## config.mk

```make
export PLATFORM = sky130hd
export DESIGN_NAME = hbsp_port
export DESIGN_NICKNAME = d
export VERILOG_FILES = /design/src/hbsp_pkg.sv /design/src/hbsp_sync.sv /design/src/hbsp_port.sv
export SDC_FILE = /design/constraint.sdc
export NUM_CORES = 1
export LEC_CHECK = 0
export BUFFER_PORTS_ARGS = -buffer_cell sky130_fd_sc_hd__buf_2
export CAP_MARGIN = 20
export CORE_MARGIN = 3
export CORE_UTILIZATION = 53
export DETAILED_ROUTE_END_ITERATION = 8
export PLACE_DENSITY = 0.82
export SLEW_MARGIN = 20
export SYNTH_ARGS = -nofsm -noshare
export SYNTH_HDL_FRONTEND = slang
export SYNTH_HIERARCHICAL = 1
export SYNTH_SLANG_ARGS = --single-unit
export TNS_END_PERCENT = 10
```

## constraint.sdc

```tcl
create_clock -name clk -period 4.27 [get_ports clk]
set_input_delay 0.2135 -clock clk [delete_from_list [all_inputs] [get_ports clk]]
set_output_delay 0.2135 -clock clk [all_outputs]
set_load 0.03 [all_outputs]
```

## src/hbsp_pkg.sv

```systemverilog
// Purpose: Shared types and constants for the handler bin sort port.
// Assumes: One clock domain; handler pins are idle high.
// Notes:   Bin indices count from zero here, so bin output 1 is bit 0.
`default_nettype none
package hbsp_pkg;

   // Number of sorting outputs and of sequence steps that own a bin.
   localparam int unsigned BIN_COUNT      = 14;
   localparam int unsigned SEQ_STEPS      = 6;
   // Synchroniser depth for handler inputs.
   localparam int unsigned SYNC_STAGES    = 3;
   // Reset value of the bin pattern: nothing sorted.
   localparam logic [13:0] BINS_RESET     = 14'h0000;
   // Bit positions of the fixed-purpose bins.
   localparam int unsigned BIN_ALL_PASS   = 0;
   localparam int unsigned BIN_SEC_LOW    = 10;
   localparam int unsigned BIN_SEC_HIGH   = 11;
   localparam int unsigned BIN_PRI_FAIL   = 12;
   localparam int unsigned BIN_BOTH_FAIL  = 13;
   // Highest primary bin number that a pass may name.
   localparam logic [3:0]  PRI_BIN_MAX    = 4'hA;
   // Step code for a sequence in which every step passed.
   localparam logic [2:0]  STEP_ALL_PASS  = 3'h0;

   // Trigger source chosen by the instrument.
   typedef enum logic {
      HBSP_TRIG_INTERNAL = 1'b0,
      HBSP_TRIG_EXTERNAL = 1'b1
   } hbsp_trig_t;

   // Judgement delivered by the measurement core with its done pulse.
   typedef struct packed {
      logic       seq_mode;       // Result of a sequence test.
      logic [2:0] fail_step;      // First failing step, zero when all pass.
      logic       pri_pass;       // Primary parameter inside limits.
      logic [3:0] pri_bin;        // Primary bin number 1 to 10.
      logic       pri_limits_off; // All primary bin limits set to off.
      logic       bin_enable;     // Binning enabled.
      logic       sec_pass;       // Secondary parameter inside limits.
      logic       sec_fail_high;  // Secondary above its upper limit.
   } hbsp_result_t;

   // Open-drain drive of the handler outputs.
   typedef struct packed {
      logic        busy_oe;
      logic        test_complete_oe;
      logic [13:0] bin_oe;
   } hbsp_drive_t;

endpackage
`default_nettype wire

```

## src/hbsp_sync.sv

```systemverilog
// Purpose: Synchronise one active-low handler input and flag its fall.
// Assumes: The input is asynchronous to clk and idles high.
// Notes:   The level counts only when the last two stages agree.
`timescale 1ns/1ps
`default_nettype none
module hbsp_sync
   import hbsp_pkg::*;
(
   // Clock and reset.
   input  wire logic clk,
   input  wire logic reset_n,
   // Pin and result.
   input  wire logic pin_n,
   output logic      fall_pulse
);

   logic [SYNC_STAGES-1:0] stage_reg;
   logic                   level_reg;

   // Shift chain; stage zero feeds only stage one to avoid metastable fan-out.
   always_ff @(posedge clk or negedge reset_n) begin
      if (!reset_n) begin
         stage_reg <= '1;
      end else begin
         stage_reg <= {stage_reg[SYNC_STAGES-2:0], pin_n};
      end
   end

   // Filtered level moves once the two late stages agree.
   always_ff @(posedge clk or negedge reset_n) begin
      if (!reset_n) begin
         level_reg  <= 1'b1;
         fall_pulse <= 1'b0;
      end else begin
         fall_pulse <= 1'b0;
         if (stage_reg[1] == stage_reg[2]) begin
            level_reg <= stage_reg[2];
            // Only the high-to-low change fires, so a held low triggers once.
            if (level_reg && !stage_reg[2]) begin
               fall_pulse <= 1'b1;
            end
         end
      end
   end

endmodule
`default_nettype wire

```

## src/hbsp_port.sv

```systemverilog
// Purpose: Handler port: start and stop inputs, busy, end-of-test and bin outputs.
// Assumes: The measurement core answers each start with a done or an abort.
// Notes:   Outputs are open drain; a pin is pulled low only while its enable is high.
`timescale 1ns/1ps
`default_nettype none

// Notes on behaviour
// - Outputs pull low when active, float otherwise.
// - Start and stop inputs are active low.
// - Busy held during measurement; bins on outputs.
// - End-of-test goes low at completion.
// - Start input launches a measurement.
// - Stop input ends a running measurement.
// - Bin 1 primary, secondary-only, or sequence pass.
// - Bins 2-7 primary or step fail; 8-10 primary.
// - Bins 11/12: secondary fails low/high.
// - Bin 13 primary fail; 14 both fail.
// - External trigger: one measurement per start.
// - Internal trigger: repeat until stop.
module hbsp_port
   import hbsp_pkg::*;
(
   // Clock and reset.
   input  wire logic         clk,
   input  wire logic         reset_n,
   // Handler pins, active low.
   input  wire logic         start_n,
   input  wire logic         stop_n,
   // Open-drain outputs: level and enables.
   output logic              pin_level,
   output hbsp_drive_t       drive,
   // Instrument configuration.
   input  wire hbsp_trig_t   trig_mode,
   // Measurement core.
   output logic              meas_start,
   output logic              meas_abort,
   input  wire logic         meas_done,
   input  wire hbsp_result_t meas_result
);

   typedef enum logic [1:0] {
      HBSP_IDLE = 2'b00,
      HBSP_MEAS = 2'b01,
      HBSP_SHOW = 2'b10
   } hbsp_state_t;

   hbsp_state_t state_reg;
   logic        start_fall;
   logic        stop_fall;
   logic        busy_reg;
   logic        test_complete_reg;
   logic [13:0] bins_reg;

   // Map a judgement onto the fourteen sorting outputs.
   function automatic logic [13:0] hbsp_decode(input hbsp_result_t r);
      logic [13:0] b;
      b = BINS_RESET;
      if (r.seq_mode) begin
         if (r.fail_step == STEP_ALL_PASS) begin
            b[BIN_ALL_PASS] = 1'b1;
         end else if (r.fail_step <= 3'(SEQ_STEPS)) begin
            b[r.fail_step] = 1'b1;
         end
      end else if (r.bin_enable && r.pri_limits_off) begin
         if (r.sec_pass) begin
            b[BIN_ALL_PASS] = 1'b1;
         end else begin
            b[BIN_BOTH_FAIL] = 1'b1;
         end
      end else if (r.pri_pass) begin
         if (!r.sec_pass && r.sec_fail_high) begin
            b[BIN_SEC_HIGH] = 1'b1;
         end else if (!r.sec_pass) begin
            b[BIN_SEC_LOW] = 1'b1;
         end else if (r.pri_bin != 4'h0 && r.pri_bin <= PRI_BIN_MAX) begin
            b[r.pri_bin - 4'h1] = 1'b1;
         end
      end else if (r.sec_pass) begin
         b[BIN_PRI_FAIL] = 1'b1;
      end else begin
         b[BIN_BOTH_FAIL] = 1'b1;
      end
      return b;
   endfunction

   // Start and stop arrive from the handler, outside the clock domain.
   hbsp_sync u_start_sync (
      .clk        (clk),
      .reset_n    (reset_n),
      .pin_n      (start_n),
      .fall_pulse (start_fall)
   );

   hbsp_sync u_stop_sync (
      .clk        (clk),
      .reset_n    (reset_n),
      .pin_n      (stop_n),
      .fall_pulse (stop_fall)
   );

   // Sequencer. Stop has priority over a done in the same cycle, so an aborted
   // measurement never reports a judgement it may not have finished.
   always_ff @(posedge clk or negedge reset_n) begin
      if (!reset_n) begin
         state_reg  <= HBSP_IDLE;
         meas_start <= 1'b0;
         meas_abort <= 1'b0;
      end else begin
         meas_start <= 1'b0;
         meas_abort <= 1'b0;
         case (state_reg)
            HBSP_IDLE: begin
               if (start_fall && !stop_fall) begin
                  state_reg  <= HBSP_MEAS;
                  meas_start <= 1'b1;
               end
            end
            HBSP_MEAS: begin
               // A start during a measurement is ignored: one run per start with the external trigger.
               if (stop_fall) begin
                  state_reg  <= HBSP_IDLE;
                  meas_abort <= 1'b1;
               end else if (meas_done) begin
                  state_reg <= (trig_mode == HBSP_TRIG_INTERNAL) ? HBSP_SHOW
                                                                : HBSP_IDLE;
               end
            end
            HBSP_SHOW: begin
               // One cycle of shown result before the next internal run.
               if (stop_fall) begin
                  state_reg <= HBSP_IDLE;
               end else begin
                  state_reg  <= HBSP_MEAS;
                  meas_start <= 1'b1;
               end
            end
            default: begin
               state_reg <= HBSP_IDLE;
            end
         endcase
      end
   end

   // True in the cycle the sequencer issues a start.
   function automatic logic meas_start_next();
      return (state_reg == HBSP_IDLE && start_fall && !stop_fall) ||
             (state_reg == HBSP_SHOW && !stop_fall);
   endfunction

   // Busy follows the measurement itself; enable high pulls the pin low.
   always_ff @(posedge clk or negedge reset_n) begin
      if (!reset_n) begin
         busy_reg <= 1'b0;
      end else begin
         busy_reg <= (state_reg == HBSP_MEAS) ? !(meas_done || stop_fall)
                                              : meas_start_next();
      end
   end

   // Judgement and end-of-test: cleared on a new start, set together at done.
   always_ff @(posedge clk or negedge reset_n) begin
      if (!reset_n) begin
         bins_reg          <= BINS_RESET;
         test_complete_reg <= 1'b0;
      end else if (meas_start_next()) begin
         bins_reg          <= BINS_RESET;
         test_complete_reg <= 1'b0;
      end else if (state_reg == HBSP_MEAS && meas_done && !stop_fall) begin
         bins_reg          <= hbsp_decode(meas_result);
         test_complete_reg <= 1'b1;
      end
   end

   // Each enable lives in its own flop and the struct only bundles them for the
   // port, so every field keeps a single writer.
   assign drive = '{busy_oe:          busy_reg,
                    test_complete_oe: test_complete_reg,
                    bin_oe:           bins_reg};

   // Open-drain pins only ever drive low.
   always_ff @(posedge clk or negedge reset_n) begin
      if (!reset_n) begin
         pin_level <= 1'b0;
      end else begin
         pin_level <= 1'b0;
      end
   end
endmodule
`default_nettype wire

```

==> results.sh <==
export IMPL_setup_slack_ns=2.789
export IMPL_leakage_nw=0.7480
export IMPL_min_period_ns=1.481
export IMPL_io_buffers=36
export IMPL_crit_family="simple AND/OR/NAND/NOR gates"
export IMPL_synth_warning_count=6
export IMPL_core_um2=2233
export IMPL_synth_top_area_cell="dfrtp_1"
export IMPL_cap_viol_max_count=0
export IMPL_status="finished clean"
export IMPL_die_w_um=54.86
export IMPL_peakVddDrop_v=0.0002735
export IMPL_cts_buffer_depth=2
export IMPL_fin_skew_ns=0.007166
export IMPL_grt_ovfl_total=0
export IMPL_setup_viol=0
export IMPL_synth_distinct_cells=32
export IMPL_clock_latency_ns=0.33
export IMPL_track_usage=0.2079
export IMPL_dp_slack_ns=2.793
export IMPL_fin_crit_sh=0.3469
export IMPL_max_freq_mhz=675.1
export IMPL_multi_input_area_um2=459.2
export IMPL_cts_made_buffers=5
export IMPL_rows=17
export IMPL_dp_hpwl_um=1988
export IMPL_slew_limit_headroom=0.5786
export IMPL_drt_vias_per_instance=5.609
export IMPL_whs_ns=0.04183
export IMPL_routedWlPerCell_um=14.88
export IMPL_finalHoldViolCount=0
export IMPL_ant_nets=0
export IMPL_drc=0
export IMPL_path_class="reg2reg"
export IMPL_largest_reg_flops=14
export IMPL_num_vias=976
export IMPL_routed_wl_um=2589
export IMPL_cts_setup_buffers=0
export IMPL_ys_ff_latch=30
export IMPL_dr_pass1_iters=4
export IMPL_finalSetupTns_ns=0
export IMPL_cp_num_buf_inv=0
export IMPL_diodes=0
export IMPL_crit_fanout=7
export IMPL_final_cell_mix="36 x buf_2, 22 x dfrtp_1, 11 x nor2_1, 10 x nand2_1, 8 x dfstp_2"
export IMPL_synthCells=103
export IMPL_ys_top_cells_by_area="dfrtp_1 44%, dfstp_2 17%, nor2_1 3.3%, nand2_1 3.0%, a32oi_1 2.8%"
export IMPL_clock_sinks=30
export IMPL_yosysTopAreaCellShare=0.4352
export IMPL_crit_chain="nand4bb_4, nor2_4, nand4b_1, o31ai_2"
export IMPL_die_h_um=54.86
export IMPL_power_density_nw_per_um2=414.0
export IMPL_end_kind="flop"
export IMPL_die_area_um2=3009
export IMPL_avgSynthCellArea_um2=12.28
export IMPL_drive_above_1_share=0.4384
export IMPL_grt_pass1_vias=938
export IMPL_syn_nets=122
export IMPL_antenna_found_initial=0
export IMPL_postCtsResizedCells=0
export IMPL_ctsHtreeMaxLevel=2
export IMPL_fin_cells=174
export IMPL_cts_root_buf="clkbuf_4"
export IMPL_layout_commonest_cell="buf_2"
export IMPL_synthArstFlopShare=1.000
export IMPL_hold_path_class="in2reg"
export IMPL_fillers=162
export IMPL_slowest_stage="dfrtp_1"
export IMPL_io_pins=38
export IMPL_routabilityCongestion=0.8447
export IMPL_synth_edff_count=0
export IMPL_layout_nets=164
export IMPL_syn_area_um2=1265
export IMPL_initialDrtViolationCount=11
export IMPL_tightestPinTransition_ns=0.6322
export IMPL_crit_path_start_kind="flop"
export IMPL_hold_buffers=3
export IMPL_yosysSeqAreaShare=0.6014
export IMPL_worstPathArrival_ns=1.72
export IMPL_rsz0062_at_grt="false"
export IMPL_seq_area_um2=760.7
export IMPL_cp_slowest_stage_delay_ns=0.46
export IMPL_fin_util=0.6964
export IMPL_placedCellCount=163
export IMPL_drv_slew=0
export IMPL_cts_tree="yes"
export IMPL_r2r_setup_slack_ns=2.79
export IMPL_initial_core_util=0.5664
export IMPL_grt_max_degree=31
export IMPL_clkTransAtPathRegs_ns=0.09
export IMPL_worst_ep_required_time_ns=4.51
export IMPL_syn2layout_area_growth_pct=22.95
export IMPL_grt_pass1_wl_um=4250
export IMPL_synthFlopType="dfrtp_1"
==> metrics by stage <==
stage | area, µm² | power (mW)
after floorplan | 1265 | 0.4094
after global placement | 1446 | 0.4386
after detailed placement | 1446 | 0.4439
after CTS | 1555 | 0.6486
after global routing | 1555 | 0.6753
final | 1555 | 0.6439
==> path summary, 6_finish.rpt <==
path                                               start                       end  cells after the start
max in group asynchronous                        reset_n               bins_reg[1]                      2
worst min-delay path                           trig_mode              state_reg[1]                      2
worst min register to register  u_stop_sync/stage_reg[0]  u_stop_sync/stage_reg[1]                      0
min in group asynchronous                        reset_n                meas_abort                      2
worst max register to register    u_stop_sync/fall_pulse               bins_reg[7]                      4
worst max-delay path              u_stop_sync/fall_pulse               bins_reg[7]                      4
==> power breakdown <==
group	leakage, nW	switching [mW]	internal, mW
logic	0.319	0.0768	0.0389
registers	0.385	0.0139	0.310
clock network	0.0446	0.0919	0.112
total	0.748	0.183	0.461
==> kinds of logic after synthesis <==
kind of cell	Yosys count	share of synthesized area
and+or+nand+nor	38	0.1830
DFF	30	0.6014
AOI/OAI and AO/OA	25	0.1592
buffers and inverters	7	0.03561
adders and majority gates	2	0.01780
other	1	0.002965
==> per-layer routing <==
| layer | up-vias | share of wire | wire length (µm) | global-route usage |
|---|---|---|---|---|
| met3 | 6 | 0.075 | 193 | 0.07902 |
| met2 | 45 | 0.52 | 1335 | 0.3287 |
| met1 | 470 | 0.39 | 1004 | 0.2482 |
| met4 | 0 | 0.021 | 55 | 0.09544 |
| met5 | - | 0 | 0 | 0 |
| li1 | 455 | - | - | - |
==> synthesized netlist by cell type, types with 3 or more instances <==
cell       n
nand2_1   10
nor2_1    11
inv_1      3
buf_4      3
nand3_1    4
nand2b_1   3
dfstp_2    8
o21ai_0    3
dfrtp_1   22
a32oi_1    4
o21ai_1    5
a32o_1     3
==> final cells by class <==
class | count | area share
well taps | 28 | 0.02253
clock buffers | 8 | 0.05068
inverters | 3 | 0.007241
flip-flops and latches | 30 | 0.4891
multi-input cells | 66 | 0.2953
repair buffers | 39 | 0.1352
Note: power is estimated with default switching activity, not from simulation.
